--- src/core/tarb_defs.svh ---
`ifndef TARB_DEFS_SVH
`define TARB_DEFS_SVH
// ----------------------------------------
// register offsets
// ----------------------------------------
`define TARB_OFS_FRESH 7'h01
`define TARB_OFS_BUFCTL 7'h02
`define TARB_OFS_REFCTL 7'h03
`define TARB_OFS_SRST 7'h04
// ----------------------------------------
// field positions and values
// ----------------------------------------
`define TARB_BUF_EN_BIT 15
`define TARB_BUF_MODE_BIT 14
`define TARB_BUF_FULL_BIT 10
`define TARB_BUF_EMPTY_BIT 9
`define TARB_REF_SRC_BIT 4
`define TARB_REF_PWR_BIT 1
`define TARB_REF_LVL_BIT 0
`define TARB_SRST_CODE 16'hBB00
`define TARB_SRST_RESET 16'hFFFF
`define TARB_REF_RESET 6'h02
`define TARB_BUF_DEPTH 7'h40
// ----------------------------------------
// timing
// ----------------------------------------
`define TARB_CLK_MHZ 10
`define TARB_SETTLE1_US 100
`define TARB_SETTLE2_US 500
`define TARB_SETTLE3_US 1000
`define TARB_SETTLE1_CYC (`TARB_SETTLE1_US * `TARB_CLK_MHZ)
`define TARB_SETTLE2_CYC (`TARB_SETTLE2_US * `TARB_CLK_MHZ)
`define TARB_SETTLE3_CYC (`TARB_SETTLE3_US * `TARB_CLK_MHZ)
`endif

--- src/core/tarb_pkg.sv ---
package tarb_pkg;
  typedef struct packed {
    logic buf_en;
    logic buf_mode;
    logic [2:0] trig_lvl;
    logic ref_rsvd;
    logic ref_src;
    logic [1:0] settle;
    logic ref_pwr;
    logic ref_lvl;
  } tarb_ctrl_type;
  typedef enum logic [2:0] {
    ST_IDLE = 3'b001,
    ST_SETTLE = 3'b010,
    ST_GO = 3'b100
  } tarb_state_type;
endpackage

--- src/core/tarb_regs.sv ---
`include "tarb_defs.svh"
// Operation
// - X and Y fresh flags at D10, D9
// - pressure fresh flags at D8, D7
// - supply, extra inputs flags D6, D4, D3
// - thermal flags D2, D1; D5, D0 zero
// - flag clears after channel fully read
// - buffer enable zero holds pointers reset
// - mode bit: continuous or single shot
// - trigger level is eight times code plus eight
// - full flag when 64 unread results
// - empty flag when none unread; resets 1
// - source bit: external or internal reference
// - settling wait 0, 100, 500, 1000 us
// - wait only internal and power-down mode
// - power bit: always on or cycled
// - external source keeps internal reference off
// - level bit: 1.25 V or 2.50 V
// - code BB00 restores control defaults
module tarb_regs
  import tarb_pkg::*;
(
  input wire logic CLK,
  input wire logic RST,
  input wire logic WR_EN,
  input wire logic RD_EN,
  input wire logic [6:0] ADDR,
  input wire logic [15:0] WDATA,
  input wire logic [9:0] CH_NEW,
  input wire logic [9:0] CH_READ_DONE,
  input wire logic BUF_PUSH,
  input wire logic BUF_POP,
  input wire logic CONV_REQ,
  output logic [15:0] RDATA,
  output logic BUF_EN,
  output logic BUF_SINGLE,
  output logic [5:0] BUF_RD_PTR,
  output logic [5:0] BUF_WR_PTR,
  output logic [5:0] BUF_TRIG_PTR,
  output logic BUF_TRIG,
  output logic REF_INTERNAL,
  output logic REF_ON,
  output logic REF_HIGH,
  output logic CONV_GO
);
  // ----------------------------------------
  // state
  // ----------------------------------------
  logic [9:0] fresh_ff, nxt_fresh;
  tarb_ctrl_type ctrl_ff, nxt_ctrl;
  logic [15:0] srst_ff, nxt_srst;
  logic [5:0] rptr_ff, nxt_rptr, wptr_ff, nxt_wptr, tptr_ff, nxt_tptr;
  logic [6:0] cnt_ff, nxt_cnt;
  logic trig_ff, nxt_trig;
  tarb_state_type st_ff, nxt_st;
  logic [13:0] wait_ff, nxt_wait;
  logic go_ff, nxt_go;
  logic ron_ff, nxt_ron;
  logic [15:0] rdata_ff, nxt_rdata;
  logic srst_hit;
  logic do_push, do_pop;

  // code 0 gives 8 entries, code 7 the full depth of 64
  function automatic logic [6:0] trig_depth(input logic [2:0] code);
    trig_depth = {code, 3'h0} + 7'h08;
  endfunction

  function automatic logic [13:0] settle_cycles(input logic [1:0] code);
    unique case (code)
      2'h0: settle_cycles = 14'h0000;
      2'h1: settle_cycles = 14'(`TARB_SETTLE1_CYC);
      2'h2: settle_cycles = 14'(`TARB_SETTLE2_CYC);
      2'h3: settle_cycles = 14'(`TARB_SETTLE3_CYC);
    endcase
  endfunction

  assign srst_hit = WR_EN && ADDR == `TARB_OFS_SRST && WDATA == `TARB_SRST_CODE;
  // a push when full or a pop when empty is dropped, so the count never wraps
  assign do_push = ctrl_ff.buf_en && BUF_PUSH && cnt_ff != `TARB_BUF_DEPTH;
  assign do_pop = ctrl_ff.buf_en && BUF_POP && cnt_ff != 7'h00;

  // ----------------------------------------
  // fresh flags and control
  // ----------------------------------------
  always_comb
  begin
    // channel order: x y pa pb supply ex1 ex2 th1 th2 placed below
    // a read finishing in the cycle of new data must not drop the new flag
    nxt_fresh = (fresh_ff & ~CH_READ_DONE) | CH_NEW;
    nxt_ctrl = ctrl_ff;
    nxt_srst = srst_ff;
    if (WR_EN && ADDR == `TARB_OFS_BUFCTL)
    begin
      nxt_ctrl.buf_en = WDATA[`TARB_BUF_EN_BIT];
      nxt_ctrl.buf_mode = WDATA[`TARB_BUF_MODE_BIT];
      nxt_ctrl.trig_lvl = WDATA[13:11];
    end
    if (WR_EN && ADDR == `TARB_OFS_REFCTL)
    begin
      nxt_ctrl.ref_rsvd = WDATA[5];
      nxt_ctrl.ref_src = WDATA[`TARB_REF_SRC_BIT];
      nxt_ctrl.settle = WDATA[3:2];
      nxt_ctrl.ref_pwr = WDATA[`TARB_REF_PWR_BIT];
      nxt_ctrl.ref_lvl = WDATA[`TARB_REF_LVL_BIT];
    end
    if (WR_EN && ADDR == `TARB_OFS_SRST)
      nxt_srst = WDATA;
    if (srst_hit)
    begin
      nxt_ctrl = '0;
      nxt_ctrl.ref_pwr = 1'b1;
      nxt_srst = `TARB_SRST_RESET;
    end
  end

  // ----------------------------------------
  // buffer pointers
  // ----------------------------------------
  always_comb
  begin
    nxt_rptr = rptr_ff + 6'(do_pop);
    nxt_wptr = wptr_ff + 6'(do_push);
    nxt_cnt = cnt_ff + 7'(do_push) - 7'(do_pop);
    nxt_tptr = tptr_ff;
    nxt_trig = trig_ff;
    if (do_push && nxt_cnt == trig_depth(ctrl_ff.trig_lvl))
    begin
      nxt_trig = 1'b1;
      nxt_tptr = nxt_wptr;
    end
    else if (nxt_cnt < trig_depth(ctrl_ff.trig_lvl))
      nxt_trig = 1'b0;
    if (!nxt_ctrl.buf_en)
    begin
      nxt_rptr = 6'h00;
      nxt_wptr = 6'h00;
      nxt_tptr = 6'h00;
      nxt_cnt = 7'h00;
      nxt_trig = 1'b0;
    end
  end

  // ----------------------------------------
  // reference settling sequencer
  // ----------------------------------------
  always_comb
  begin
    nxt_st = st_ff;
    nxt_wait = wait_ff;
    nxt_go = 1'b0;
    unique case (st_ff)
      ST_IDLE:
        if (CONV_REQ)
        begin
          // only a cycled internal reference needs to settle
          if (ctrl_ff.ref_src && ctrl_ff.ref_pwr && ctrl_ff.settle != 2'h0)
          begin
            nxt_wait = settle_cycles(ctrl_ff.settle) - 14'h0001;
            nxt_st = ST_SETTLE;
          end
          else
            nxt_st = ST_GO;
        end
      ST_SETTLE:
        if (wait_ff == 14'h0000)
          nxt_st = ST_GO;
        else
          nxt_wait = wait_ff - 14'h0001;
      ST_GO:
      begin
        nxt_go = 1'b1;
        nxt_st = ST_IDLE;
      end
      default: nxt_st = ST_IDLE;
    endcase
    // a cycled reference wakes only while a conversion is pending
    nxt_ron = nxt_ctrl.ref_src && (!nxt_ctrl.ref_pwr || nxt_st != ST_IDLE);
  end

  // ----------------------------------------
  // read data
  // ----------------------------------------
  always_comb
  begin
    // unmapped offsets read zero; the last read value holds until the next read
    nxt_rdata = rdata_ff;
    if (RD_EN)
    begin
      unique case (ADDR)
        `TARB_OFS_FRESH: nxt_rdata = {5'h00, fresh_ff[9:5], 1'b0, fresh_ff[4:1], 1'b0};
        `TARB_OFS_BUFCTL: nxt_rdata = {ctrl_ff.buf_en, ctrl_ff.buf_mode, ctrl_ff.trig_lvl,
          cnt_ff == `TARB_BUF_DEPTH, cnt_ff == 7'h00, 9'h000};
        `TARB_OFS_REFCTL: nxt_rdata = {10'h000, ctrl_ff.ref_rsvd, ctrl_ff.ref_src,
          ctrl_ff.settle, ctrl_ff.ref_pwr, ctrl_ff.ref_lvl};
        `TARB_OFS_SRST: nxt_rdata = srst_ff;
        default: nxt_rdata = 16'h0000;
      endcase
    end
  end

  always_ff @(posedge CLK)
  begin
    if (RST)
    begin
      fresh_ff <= 10'h000;
      ctrl_ff <= '0;
      ctrl_ff.ref_pwr <= 1'b1;
      srst_ff <= `TARB_SRST_RESET;
      rptr_ff <= 6'h00;
      wptr_ff <= 6'h00;
      tptr_ff <= 6'h00;
      cnt_ff <= 7'h00;
      trig_ff <= 1'b0;
      st_ff <= ST_IDLE;
      wait_ff <= 14'h0000;
      go_ff <= 1'b0;
      rdata_ff <= 16'h0000;
      ron_ff <= 1'b0;
    end
    else
    begin
      fresh_ff <= nxt_fresh;
      ctrl_ff <= nxt_ctrl;
      srst_ff <= nxt_srst;
      rptr_ff <= nxt_rptr;
      wptr_ff <= nxt_wptr;
      tptr_ff <= nxt_tptr;
      cnt_ff <= nxt_cnt;
      trig_ff <= nxt_trig;
      st_ff <= nxt_st;
      wait_ff <= nxt_wait;
      go_ff <= nxt_go;
      rdata_ff <= nxt_rdata;
      ron_ff <= nxt_ron;
    end
  end

  // ----------------------------------------
  // outputs, all from flip-flops
  // ----------------------------------------
  assign RDATA = rdata_ff;
  assign BUF_EN = ctrl_ff.buf_en;
  assign BUF_SINGLE = ctrl_ff.buf_mode;
  assign BUF_RD_PTR = rptr_ff;
  assign BUF_WR_PTR = wptr_ff;
  assign BUF_TRIG_PTR = tptr_ff;
  assign BUF_TRIG = trig_ff;
  assign REF_INTERNAL = ctrl_ff.ref_src;
  assign REF_ON = ron_ff;
  assign REF_HIGH = ctrl_ff.ref_lvl;
  assign CONV_GO = go_ff;

  // ----------------------------------------
  // checks
  // ----------------------------------------
  AST_FRESH_SET: assert property (@(posedge CLK) disable iff (RST)
    CH_NEW[9] |=> fresh_ff[9]) else $error("fresh flag not set");
  AST_FRESH_CLR: assert property (@(posedge CLK) disable iff (RST)
    CH_READ_DONE[3] && !CH_NEW[3] |=> !fresh_ff[3]) else $error("fresh flag not cleared");
  AST_FRESH_WIN: assert property (@(posedge CLK) disable iff (RST)
    CH_READ_DONE[9] && CH_NEW[9] |=> fresh_ff[9]) else $error("new data lost");
  AST_BUF_OFF: assert property (@(posedge CLK) disable iff (RST)
    !BUF_EN |-> BUF_RD_PTR == 6'h00 && BUF_WR_PTR == 6'h00) else $error("pointer moved");
  AST_FULL_RD: assert property (@(posedge CLK) disable iff (RST)
    RD_EN && ADDR == 7'h02 && cnt_ff == 7'h40 |=> RDATA[10]) else $error("full flag wrong");
  AST_EMPTY_RD: assert property (@(posedge CLK) disable iff (RST)
    RD_EN && ADDR == 7'h02 |=> RDATA[9] == ($past(cnt_ff) == 7'h00)) else $error("empty wrong");
  AST_EXT_OFF: assert property (@(posedge CLK) disable iff (RST)
    !REF_INTERNAL |-> !REF_ON) else $error("reference on in external mode");
  AST_NO_WAIT: assert property (@(posedge CLK) disable iff (RST)
    st_ff == ST_IDLE && CONV_REQ && !ctrl_ff.ref_pwr |=> ##1 CONV_GO) else $error("go late");
  AST_SRST: assert property (@(posedge CLK) disable iff (RST)
    srst_hit |=> !BUF_EN && !REF_INTERNAL && ctrl_ff.ref_pwr) else $error("soft reset failed");
  AST_RSVD_ZERO: assert property (@(posedge CLK) disable iff (RST)
    RD_EN && ADDR == `TARB_OFS_FRESH |=> RDATA[5] == 1'b0 && RDATA[0] == 1'b0)
    else $error("reserved status bit set");
  AST_MODE_WR: assert property (@(posedge CLK) disable iff (RST)
    WR_EN && ADDR == `TARB_OFS_BUFCTL |=> BUF_SINGLE == $past(WDATA[`TARB_BUF_MODE_BIT]))
    else $error("mode bit not taken");
  AST_TRIG_HIT: assert property (@(posedge CLK) disable iff (RST)
    do_push && !WR_EN && cnt_ff + 7'h01 == trig_depth(ctrl_ff.trig_lvl) |=> BUF_TRIG)
    else $error("trigger not raised");
  AST_FULL_HOLD: assert property (@(posedge CLK) disable iff (RST)
    cnt_ff == `TARB_BUF_DEPTH && BUF_PUSH && !BUF_POP && !WR_EN |=> $stable(BUF_WR_PTR))
    else $error("push accepted when full");
  AST_SRC_WR: assert property (@(posedge CLK) disable iff (RST)
    WR_EN && ADDR == `TARB_OFS_REFCTL |=> REF_INTERNAL == $past(WDATA[`TARB_REF_SRC_BIT]))
    else $error("source bit not taken");
  AST_SETTLE_END: assert property (@(posedge CLK) disable iff (RST)
    st_ff == ST_SETTLE && wait_ff == 14'h0000 |=> ##1 CONV_GO)
    else $error("go missing after settle");
  AST_SETTLE_SKIP: assert property (@(posedge CLK) disable iff (RST)
    st_ff == ST_IDLE && CONV_REQ && !(ctrl_ff.ref_src && ctrl_ff.ref_pwr) |=> st_ff == ST_GO)
    else $error("settle wait inserted");
  AST_INT_ON: assert property (@(posedge CLK) disable iff (RST)
    REF_INTERNAL && !ctrl_ff.ref_pwr |-> REF_ON)
    else $error("reference off in always-on mode");
  AST_LVL_WR: assert property (@(posedge CLK) disable iff (RST)
    WR_EN && ADDR == `TARB_OFS_REFCTL |=> REF_HIGH == $past(WDATA[`TARB_REF_LVL_BIT]))
    else $error("level bit not taken");
endmodule

--- config.mk ---
export PLATFORM = sky130hd
export DESIGN_NAME = tarb_regs
export DESIGN_NICKNAME = d
export VERILOG_FILES = /design/src/core/tarb_pkg.sv /design/src/core/tarb_regs.sv
export VERILOG_INCLUDE_DIRS = /design/src /design/src/core
export SDC_FILE = /design/constraint.sdc
export NUM_CORES = 1
export LEC_CHECK = 0
export ABC_AREA = 1
export BUFFER_PORTS_ARGS = -buffer_cell sky130_fd_sc_hd__buf_2
export CORE_MARGIN = 2
export CORE_UTILIZATION = 50
export DETAILED_ROUTE_END_ITERATION = 16
export HOLD_SLACK_MARGIN = 0.05
export PLACE_DENSITY = 0.76
export REMOVE_ABC_BUFFERS = 1
export SLEW_MARGIN = 20
export SYNTH_ARGS = -nofsm -noshare
export SYNTH_HDL_FRONTEND = slang
export SYNTH_SLANG_ARGS = --single-unit
--- constraint.sdc ---
create_clock -name CLK -period 4.5 [get_ports CLK]
set_input_delay 0.9 -clock CLK [delete_from_list [all_inputs] [get_ports CLK]]
set_output_delay 0.9 -clock CLK [all_outputs]
set_load 0.05 [all_outputs]
==> Word level (Yosys, flattened, before mapping) <==
Cells that the tools add are included.
{ "totals": {"mem_count": 0, "romBits": 0, "reg_bits": 98, "latch_bits": 0, "input_bits": 50, "ram_bits": 0, "out_inout_bits": 41} }
{ "op_classes": {"multipliers": 0, "bitwise_logic": 4, "muxes": 19, "eq_ne": 18, "magnitude_cmp": 1, "shift": 0, "reduce_logical": 24, "add_sub_neg": 7, "n_div": 0} }
{ "ops": {"columns": ["op", "count"], "rows": [
  ["2-to-1 mux 14 bit", 6],
  ["case mux 16 bit (4 select lines)", 1],
  ["case mux 14 bit (4 select lines)", 1],
  ["case mux 14 bit (2 select lines)", 1],
  ["subtractor 14 x 1 -> 14 bit (second input constant)", 2],
  ["equality test 16 bit (second input constant)", 1],
  ["equality test 7 x 2 -> 1 bit (second input constant)", 2],
  ["zero test 14 bit", 1],
  ["adder 6 x 1 -> 6 bit", 2],
  ["logical AND 1 bit", 12],
  ["2-to-1 mux 11 bit", 1],
  ["bitwise AND 10 bit", 1],
  ["NOT 10 bit", 1],
  ["OR 10 bit", 1],
  ["2-to-1 mux 3 bit", 3],
  ["adder 6 x 4 -> 7 bit (second input constant)", 1],
  ["adder 7 x 1 -> 7 bit", 1],
  ["equality test 7 x 1 -> 1 bit (second input constant)", 1],
  ["equality test 7 x 3 -> 1 bit (second input constant)", 1],
  ["equality test 7 bit", 1],
  ["equality test 7 bit (second input constant)", 1],
  ["zero test 7 bit", 1],
  ["less-than comparator 7 bit", 1],
  ["!= test 7 bit (second input constant)", 1],
  ["other kinds (20)", 28]
]} }

==> Depth between registers and ports, before layout <==
Gate-level depths: netlist of the first run.
{ "logic_depth": {"word_depth": 9, "depth_mapped": 24} }

==> Worst setup path before layout of the first run <==
OpenSTA, ideal clock, no wires.
{ "synth_timing": {"path_type": "input -> register", "from": "in BUF_POP", "to": "reg tptr_ff[2], in the netlist BUF_TRIG_PTR[2]", "setup_ps": 70, "cell_stages": 17, "n_path_buf": 0, "t_arrival_ps": 3463, "setup_slack_ps": 968, "path_cell_list": "nand3_1 -> xor2_1 -> ha_1 -> fa_1 -> nand3_1 -> nand3_1 -> nand2_1 -> a21oi_1 -> nor2_1 -> xor2_1 -> inv_1 -> ha_1 -> nand2_1 -> nor3_1 -> nand2_1 -> or2_2 -> a21oi_1"} }
{ "synth_via": {"elab_chain_cells": 5} }
{ "synth_lines": {"columns": ["element", "line_no", "rtl"], "rows": [
  ["start, declared", "tarb_regs.sv:32", "input wire logic BUF_POP,"],
  ["logical AND 1 bit (2 in series)", "tarb_regs.sv:80", "assign do_pop = ctrl_ff.buf_en && BUF_POP && cnt_ff != 7'h00;"],
  ["subtractor 7 x 1 -> 7 bit", "tarb_regs.sv:123", "nxt_cnt = cnt_ff + 7'(do_push) - 7'(do_pop);"],
  ["equality test 7 bit", "tarb_regs.sv:126", "if (do_push && nxt_cnt == trig_depth(ctrl_ff.trig_lvl))"],
  ["logical AND 1 bit", "tarb_regs.sv:126", null],
  ["end signal, assigned", "tarb_regs.sv:227", "tptr_ff <= nxt_tptr;"],
  ["end, declared", "tarb_regs.sv:52", "logic [5:0] rptr_ff, nxt_rptr, wptr_ff, nxt_wptr, tptr_ff, nxt_tptr;"]
]} }
Every way passes these cells.
A chain may end at the register's enable or synchronous reset.

==> Final worst setup path of the first run <==
{ "layout_timing": {"from": "reg cnt_ff[2]", "to": "reg tptr_ff[5], in the netlist BUF_TRIG_PTR[5]"} }
{ "layout_via": {"elab_chain_cells": 6, "word_cells_on_any_way": 9, "classes_between": "add/sub (3); eq/ne (2); reduce/logical (4)"} }
{ "layout_lines": {"columns": ["element", "line_no", "rtl"], "rows": [
  ["start, declared", "tarb_regs.sv:53", "logic [6:0] cnt_ff, nxt_cnt;"],
  ["start signal, assigned", "tarb_regs.sv:228", "cnt_ff <= nxt_cnt;"],
  ["!= test 7 bit (no source line)", null, null],
  ["logical AND 1 bit (no source line)", null, null],
  ["adder 7 x 1 -> 7 bit", "tarb_regs.sv:123", null],
  ["subtractor 7 x 1 -> 7 bit", "tarb_regs.sv:123", null],
  ["equality test 7 bit", "tarb_regs.sv:126", null],
  ["logical AND 1 bit", "tarb_regs.sv:126", null]
]} }
Several ways; a longest one is shown, not always the timed one.

==> impl_metrics.py, run 1 <==
metrics = {
    "critical_path": {
        "crit_start": "cnt_ff[2]",
        "endpoint": "BUF_TRIG_PTR[5]",
        "reg2reg_from": "cnt_ff[2]",
        "critPathMostFrequentCell": "nand3_1",
        "r2r_setup_slack_ps": 490,
        "r2r_cells": 21,
        "cp.arrival_ps": 4300,
        "crit_chain": "inv_1 > ha_1 > nor3b_1 > nand3_1 > nand3_1 > xor2_1 > ha_1 > fa_1 > nand3_1 > nand3_1 > nand2_1 > a21oi_1 > nor2_1 > xor2_1 > inv_1 > ha_1 > nand2_1 > nor3_1 > nand2_1 > or2_2 > a21oi_1",
        "critPathLaunchType": "register",
        "required_ps": 4790,
        "max_stage_delay_ps": 420,
        "critPathKind": "register to register",
        "r2r-end": "BUF_TRIG_PTR[5]",
        "crit_slowest_cell": "fa_1",
        "critPathTopFamily": "simple AND/OR/NAND/NOR gates",
        "worst-path-stages": 21,
        "critPathMaxFanout": 8,
        "crit_path_end_kind": "register",
        "worst-path-buf-inv": 2,
    },
    "detailed_routing": {
        "ant_nets": 0,
        "vias": 4496,
        "routed_wl_um": 11200,
        "drcViolationCount": 0,
        "dr.pass1.iters": 5,
        "drt-vias-per-instance": 5.15,
        "wl_per_cell_um": 12.8,
        "drt_iter0_drc": 266,
    },
    "clock_tree": {
        "cts_buffer_depth": 2,
        "root_buffer": "clkbuf_8",
        "cts_buffers": 9,
        "postCtsSetupBuffers": 0,
        "clkLatencyLatePin_ps": 360,
        "cts_hold_buf": 0,
        "clkSinkCount": 97,
        "cts_tree": "yes",
        "htreeDepth": 3,
        "clkTransAtPathRegs_ps": 100,
        "cts_resized": 0,
    },
    "synth": {
        "ys_warn_count": 0,
        "synth_compound_area_frac": 0.118,
        "syn_area_um2": 4760,
        "synth_fa_ha_area_frac": 0.0594,
        "avgSynthCellArea_um2": 7.24,
        "synth_cell_type_count": 35,
        "synth_top_family_by_area": "simple AND/OR/NAND/NOR gates",
        "synth-seq-cells": 97,
        "synth_mux_area_frac": 0,
        "synth_xor_area_frac": 0.0258,
        "synthCells": 657,
        "synth-simple-area-share": 0.300,
        "ys_seq_area_frac": 0.408,
    },
    "sta": {
        "min_period_over_period": 0.892,
        "slew_headroom": 0.461,
        "slew_violations": 0,
        "worst_pin_slew_ps": 805,
        "fin_skew_ps": 12.8,
        "fmax_ghz": 0.249,
        "rsz0062_at_grt": "false",
        "setup_violations": 0,
        "post-route-min-period_ps": 4010,
        "fin_setup_tns_ps": 0,
        "final_hold_viol_count": 0,
        "fin_ws_ps": 488,
    },
    "grt": {
        "grt_pass1_vias": 4147,
        "grt_overflow_total": 0,
        "track_usage": 0.220,
        "grt_max_degree": 30,
        "grt_pass1_wl_um": 18300,
        "antenna_found_initial": 0,
    },
    "die": {
        "fp.coreArea_um2": 9240,
        "die_area_um2": 10300,
        "start_util": 0.515,
        "die_h_um": 102,
        "fp.dieW_um": 102,
        "io_pins": 91,
        "rows": 35,
    },
    "power": {
        "irDropWorstVdd_v": 0.000203,
        "power.density_nw_per_um2": 280,
        "p_leak_nw": 2.72,
    },
    "placed_design": {
        "dp_hpwl_um": 8440,
        "dpl_cell_area_um2": 5280,
        "post-place-ws_ps": 525,
        "routabilityCongestion": 0.931,
        "placed_cells": 857,
        "port_buffers": 88,
    },
    "final_layout": {
        "drive_above_1_share": 0.181,
        "area_growth_pct": 15.4,
        "final_cell_area_um2": 5490,
        "stdcell_count": 873,
        "diodes": 0,
        "nets": 811,
    },
    "worst_hold_path": {
        "hp-class": "register to register",
        "hold_path.startpoint": "ctrl_ff[5]",
        "hold-path-cell-count": 2,
    },
    "flow_run": {
        "cap_violations": 0,
    },
    "status": {
        "outcome": "complete, no violations",
    },
}
## registers in the layout (all words and copies together), names as in the netlist, 3 cells and up
name and cells:
BUF_TRIG_PTR 6, fresh_ff 9, srst_ff 16, ctrl_ff 7
BUF_RD_PTR 6, cnt_ff 7, RDATA 16, BUF_WR_PTR 6
st_ff 3, wait_ff 14
## cell usage in the layout (no fill, tap or decap), types with 3 or more instances in the layout
cell / n
nand2_4: 4
o21ai_0: 24
nand2_1: 163
nand3_1: 57
xor2_1: 10
ha_1: 21
nor2_2: 4
a22o_1: 3
o211ai_1: 13
buf_2: 88
nor2_1: 56
nand2_2: 7
nor2_4: 3
dfxtp_1: 97
xnor2_1: 4
a31oi_1: 5
inv_1: 85
nand4_1: 10
a21oi_1: 51
inv_2: 3
or2_2: 4
clkbuf_8: 10
## cell usage after synthesis, drive strengths merged
cell type / n / area [um^2]
dfxtp: 97 / 1940
nor2: 64 / 289
nand4: 10 / 62.6
xnor2: 4 / 35.0
a31oi: 5 / 31.3
a22o: 3 / 26.3
inv: 88 / 330
xor2: 10 / 87.6
nor3b: 1 / 7.51
a21boi: 1 / 7.51
clkbuf: 11 / 41.3
a21oi: 51 / 255
buf: 8 / 52.6
nand3: 58 / 295
o31ai: 1 / 7.51
nor3: 3 / 26.3
fa: 1 / 20.0
nand3b: 2 / 15.0
ha: 21 / 263
nand2: 174 / 701
o211ai: 13 / 97.6
or2: 4 / 25.0
nor4: 1 / 6.26
o21ai: 26 / 134
## routing by layer
layer,share of wire,vias to the layer above,track usage
li1,-,2269,-
met1,0.45,2031,0.293
met2,0.46,173,0.363
met3,0.067,23,0.0352
met4,0.019,0,0.0748
met5,0,-,0
## logic make-up after synthesis
| family | Yosys count |
|---|---|
| AO/OA/AOI/OAI | 100 |
| flip-flops | 97 |
| AND/OR/NAND/NOR | 317 |
| buffers and inverters | 107 |
| XOR/XNOR | 14 |
| adder cells (fa/ha/maj) | 22 |
## worst register-to-register path: stages, from the launching register on
cell	delay (ps)
dfxtp_1	330
inv_1	80
ha_1	160
nor3b_1	310
nand3_1	220
nand3_1	190
xor2_1	100
ha_1	220
fa_1	420
nand3_1	120
nand3_1	100
nand2_1	90
a21oi_1	60
nor2_1	110
xor2_1	200
inv_1	60
ha_1	300
nand2_1	70
nor3_1	190
nand2_1	200
or2_2	320
a21oi_1	130
## power by group
group          internal, mW  switching [mW]  total [mW]
combinational        0.0262          0.0488      0.0749
clock                 0.279           0.313       0.592
sequential            0.866         0.00499       0.871
## per-stage QoR
stage	power (mW)	util	hold WS, ps
3_5_place_dp	0.965	0.572	455
3_3_place_gp	0.962	0.572	451
2_1_floorplan	0.922	-	441
4_1_cts	1.55	0.594	469
5_1_grt	1.60	0.594	492
6_report	1.54	0.594	468
## cell type report
| type | count | area [um^2] |
|---|---|---|
| Fill cell | 864 | 3750 |
| Multi-Input combinational cell | 453 | 2390 |
| Sequential cell | 97 | 1940 |
| Timing Repair Buffer | 90 | 455 |
| Clock buffer | 10 | 138 |
| Tap cell | 129 | 161 |
| Clock inverter | 6 | 73.8 |
| Inverter | 88 | 330 |
## worst min-delay path by stage
stage	endpoint	slack [ps]
6_report	ctrl_ff[5]	470
5_1_grt	RDATA[8]	490
4_1_cts	ctrl_ff[5]	470
3_5_place_dp	ctrl_ff[5]	450
3_3_place_gp	ctrl_ff[5]	450
2_1_floorplan	ctrl_ff[5]	440
Power figures use the tool's default switching activity.
==> run 2: changes to the inputs <==
==> constraint.sdc (replaced) <==
create_clock -name CLK -period 4.5 [get_ports CLK]
set_input_delay 0.45 -clock CLK [delete_from_list [all_inputs] [get_ports CLK]]
set_output_delay 0.45 -clock CLK [all_outputs]
set_load 0.05 [all_outputs]
==> impl_metrics.py, run 2 (same netlist as run 1, synthesis figures left out) <==
metrics = {
    "status": {
        "outcome": "complete, no violations",
    },
    "grt": {
        "grt_overflow_total": 0,
        "grt_pass1_wl_um": 18400,
        "antenna_found_initial": 0,
        "track_usage": 0.225,
        "grt_max_degree": 30,
        "grt_pass1_vias": 4048,
    },
    "detailed_routing": {
        "dr.pass1.iters": 5,
        "drt_iter0_drc": 199,
        "wl_per_cell_um": 13.0,
        "drt-vias-per-instance": 5.14,
        "drcViolationCount": 0,
        "wl_met2_um": 5310,
        "dr_wl_met3_um": 710,
        "highest_layer": "met4",
        "routed_wl_um": 11300,
        "drt-met1-wl_um": 5100,
        "ant_nets": 0,
        "vias": 4479,
    },
    "final_layout": {
        "area_growth_pct": 16.3,
        "layout_common_cells": "nand2_1 (163), dfxtp_1 (97), buf_2 (88)",
        "nets": 810,
        "final_common_cell": "nand2_1",
        "final_util": 0.599,
        "diodes": 0,
        "drive_above_1_share": 0.179,
        "stdcell_count": 871,
    },
    "sta": {
        "setup_violations": 0,
        "final_hold_viol_count": 0,
        "fin_skew_ps": 10.1,
        "slew_headroom": 0.454,
        "worst_pin_slew_ps": 817,
        "slew_violations": 0,
        "min_period_over_period": 0.895,
        "fin_ws_ps": 471,
        "fin_setup_tns_ps": 0,
        "post-route-min-period_ps": 4030,
        "rsz0062_at_grt": "false",
        "fmax_ghz": 0.248,
    },
    "power": {
        "power.density_nw_per_um2": 303,
        "irDropWorstVdd_v": 0.000149,
        "clkPwrFrac": 0.436,
        "p_comb_frac": 0.045,
        "p_switching_mw": 0.357,
        "p_leak_nw": 2.74,
        "power.internal_mw": 1.32,
        "switching_share": 0.213,
        "seqPwrFrac": 0.520,
    },
    "critical_path": {
        "required_ps": 4790,
        "cp.arrival_ps": 4320,
        "critPathMaxFanout": 8,
        "r2r_cells": 21,
        "critPathLaunchType": "register",
        "crit_path_end_kind": "register",
        "critPathKind": "register to register",
    },
    "worst_hold_path": {
        "hold-path-cell-count": 3,
        "hp-class": "input port to register",
    },
    "placed_design": {
        "post-place-ws_ps": 538,
        "placed_cells": 856,
        "routabilityCongestion": 0.949,
        "port_buffers": 88,
        "dp_hpwl_um": 8260,
    },
    "clock_tree": {
        "root_buffer": "clkbuf_8",
        "htreeDepth": 3,
        "postCtsSetupBuffers": 0,
        "clkTransAtPathRegs_ps": 90,
        "cts_tree": "yes",
        "cts_buffers": 9,
        "clkLatencyLatePin_ps": 360,
        "clkSinkCount": 97,
        "cts_hold_buf": 0,
        "cts_resized": 0,
        "cts_buffer_depth": 2,
    },
    "die": {
        "fp.dieW_um": 102,
        "io_pins": 91,
        "rows": 35,
        "start_util": 0.515,
        "die_area_um2": 10300,
        "die_h_um": 102,
        "fp.coreArea_um2": 9240,
    },
    "flow_run": {
        "cap_violations": 0,
    },
}
-- run 2: changes by cell type in the layout (fill, tap and decap cells not counted) --
| cell | before | now |
|---|---|---|
| inv_8 | 1 | 0 |
| clkinvlp_4 | 2 | 0 |
| clkinv_4 | 1 | 0 |
| bufinv_16 | 1 | 4 |
| buf_4 | 2 | 1 |
| inv_6 | 1 | 2 |
| clkbuf_8 | 10 | 9 |
-- run 2: layer usage --
metal  track usage  up-vias
met5             0        -
met4        0.0946        0
met3        0.0407       25
met2         0.367      138
met1         0.293     2048
li1              -     2268
-- run 2: final timing paths --
check	end	slack, ps	from
hold reg to reg	RDATA[7]	470	RDATA[7]
hold / removal	fresh_ff[5]	290	CH_NEW[5]
setup / recovery	BUF_TRIG_PTR[5]	470	cnt_ff[3]
setup reg to reg	BUF_TRIG_PTR[5]	470	cnt_ff[3]
-- run 2: per-stage QoR --
| step | power [mW] | area [um^2] | hold WS (ps) |
|---|---|---|---|
| CTS | 1.69 | 5540 | 282 |
| floorplan | 0.922 | 4660 | 441 |
| global placement | 0.962 | 5270 | 451 |
| global route | 1.74 | 5540 | 278 |
| detailed placement | 0.964 | 5270 | 453 |
| finish | 1.67 | 5540 | 288 |
-- run 2: layout make-up --
| type | instances | area, um^2 |
|---|---|---|
| fill | 865 | 3700 |
| multi-input combinational | 453 | 2390 |
| sequential | 97 | 1940 |
| timing repair buffer | 89 | 448 |
| inverter | 88 | 330 |
| tap | 129 | 161 |
| clock inverter | 6 | 138 |
| clock buffer | 9 | 124 |
-- run 2: worst max-delay path: stages, from the launching register on --
cell,delay [ps]
dfxtp_1,330
inv_1,80
ha_1,160
nor3b_1,320
nand3_1,220
nand3_1,190
xor2_1,100
ha_1,210
fa_1,410
nand3_1,120
nand3_1,110
nand2_1,80
a21oi_1,60
nor2_1,110
xor2_1,180
inv_1,60
ha_1,290
nand2_1,70
nor3_1,190
nand2_1,200
or2_2,330
a21oi_1,130
-- run 2: power by group through the flow --
stage	clock (mW)	combinational, mW	sequential [mW]
after floorplan	0	0.0302	0.892
after global placement	0	0.0720	0.890
after detailed placement	0	0.0737	0.891
after CTS	0.744	0.0743	0.871
after global routing	0.782	0.0837	0.872
final	0.730	0.0748	0.870
==> run 3: changes to the inputs <==
--- a/config.mk
+++ b/config.mk
@@ -11,6 +11,7 @@
 export CORE_MARGIN = 2
 export CORE_UTILIZATION = 50
 export DETAILED_ROUTE_END_ITERATION = 16
+export GPL_TIMING_DRIVEN = 0
 export HOLD_SLACK_MARGIN = 0.05
 export PLACE_DENSITY = 0.76
 export REMOVE_ABC_BUFFERS = 1
==> impl_metrics.py, run 3 (same netlist as run 1, synthesis figures left out) <==
metrics = {
    "critical_path": {
        "cp.arrival_ps": 4260,
        "required_ps": 4790,
        "worst-path-buf-inv": 2,
        "critPathLaunchType": "register",
        "worst-path-stages": 21,
        "critPathMaxFanout": 8,
        "crit_slowest_cell": "fa_1",
        "critPathMostFrequentCell": "nand3_1",
        "critPathKind": "register to register",
        "r2r_cells": 21,
        "crit_chain": "inv_1 > ha_1 > nor3b_1 > nand3_1 > nand3_1 > xor2_1 > ha_1 > fa_1 > nand3_1 > nand3_1 > nand2_1 > a21oi_1 > nor2_1 > xor2_1 > inv_1 > ha_1 > nand2_1 > nor3_1 > nand2_1 > or2_2 > a21oi_1",
        "critPathTopFamily": "simple AND/OR/NAND/NOR gates",
        "crit_path_end_kind": "register",
        "max_stage_delay_ps": 420,
    },
    "clock_tree": {
        "clkSinkCount": 97,
        "cts_buffers": 9,
        "cts_tree": "yes",
        "clkLatencyLatePin_ps": 360,
        "cts_buffer_depth": 2,
        "cts_hold_buf": 0,
        "clkTransAtPathRegs_ps": 90,
        "cts_resized": 0,
        "root_buffer": "clkbuf_8",
        "htreeDepth": 3,
        "postCtsSetupBuffers": 0,
    },
    "sta": {
        "post-route-min-period_ps": 3970,
        "min_period_over_period": 0.882,
        "slew_headroom": 0.353,
        "fin_ws_ps": 532,
        "slew_violations": 0,
        "fmax_ghz": 0.252,
        "final_hold_viol_count": 0,
        "fin_skew_ps": 12.5,
        "rsz0062_at_grt": "false",
        "whs_ps": 292,
        "worst_pin_slew_ps": 968,
        "setup_violations": 0,
        "fin_setup_tns_ps": 0,
    },
    "die": {
        "fp.dieW_um": 102,
        "die_area_um2": 10300,
        "die_h_um": 102,
        "rows": 35,
        "fp.coreArea_um2": 9240,
        "start_util": 0.515,
        "io_pins": 91,
    },
    "detailed_routing": {
        "dr.pass1.iters": 5,
        "routed_wl_um": 11100,
        "ant_nets": 0,
        "drt-vias-per-instance": 5.07,
        "wl_per_cell_um": 12.7,
        "drcViolationCount": 0,
        "vias": 4413,
        "drt_iter0_drc": 286,
    },
    "power": {
        "power.density_nw_per_um2": 278,
        "p_leak_nw": 2.71,
        "irDropWorstVdd_v": 0.000122,
    },
    "grt": {
        "grt_pass1_wl_um": 17900,
        "antenna_found_initial": 0,
        "track_usage": 0.218,
        "grt_pass1_vias": 4016,
        "grt_overflow_total": 0,
        "grt_max_degree": 30,
    },
    "final_layout": {
        "area_growth_pct": 15.0,
        "stdcell_count": 871,
        "final_cell_area_um2": 5470,
        "diodes": 0,
        "nets": 809,
        "final_common_cell": "nand2_1",
        "drive_above_1_share": 0.179,
        "layout_common_cells": "nand2_1 (163), dfxtp_1 (97), buf_2 (88)",
    },
    "placed_design": {
        "dpl_cell_area_um2": 5270,
        "port_buffers": 88,
        "placed_cells": 855,
        "dp_hpwl_um": 8250,
        "post-place-ws_ps": 551,
        "routabilityCongestion": 0.876,
    },
    "worst_hold_path": {
        "hp-class": "input port to register",
        "hold-path-cell-count": 3,
    },
    "flow_run": {
        "cap_violations": 0,
    },
    "status": {
        "outcome": "complete, no violations",
    },
}
## run 3: cell types whose count changed in the layout (fill, tap and decap cells not counted)
cell and change:
bufinv_16 -3, clkinv_2 +2, clkinv_4 +2, buf_4 -1, clkbuf_8 +1, inv_6 -1
## run 3: worst paths after layout
check / startpoint / to / slack (ps)
worst max-delay path: cnt_ff[2] / BUF_TRIG_PTR[5] / 530
worst min-delay path: CH_NEW[1] / fresh_ff[1] / 290
worst max register to register: cnt_ff[2] / BUF_TRIG_PTR[5] / 530
worst min register to register: BUF_TRIG_PTR[1] / BUF_TRIG_PTR[1] / 470
## run 3: through the flow
step / power, mW / util
6_report: 1.52 / 0.592
2_1_floorplan: 0.922 / -
3_3_place_gp: 0.962 / 0.570
3_5_place_dp: 0.964 / 0.570
4_1_cts: 1.53 / 0.592
5_1_grt: 1.58 / 0.592
## run 3: tightest hold or removal path: cells and delay by family
| family | cells | cell delay, ps |
|---|---|---|
| AND/OR/NAND/NOR | 1 | 60 |
| AO/OA/AOI/OAI | 1 | 30 |
| buffers and inverters | 1 | 80 |
## run 3: area by class of cell
cell class                      instances  area, um^2
Tap cell                              129         161
Fill cell                             861        3770
Multi-Input combinational cell        453        2390
Clock inverter                          6        66.3
Inverter                               88         330
Clock buffer                           10         138
Timing Repair Buffer                   88         440
Sequential cell                        97        1940
## run 3: layer usage
layer,up-vias,track usage,part of all wire
met2,125,0.363,0.47
met4,0,0.0593,0.014
li1,2268,-,-
met1,2007,0.278,0.44
met3,13,0.0600,0.071
met5,-,0,0
## run 3: power breakdown
| group | switching, mW | total, mW | internal (mW) |
|---|---|---|---|
| combinational | 0.0481 | 0.0742 | 0.0261 |
| clock | 0.301 | 0.576 | 0.274 |
| sequential | 0.00493 | 0.870 | 0.865 |
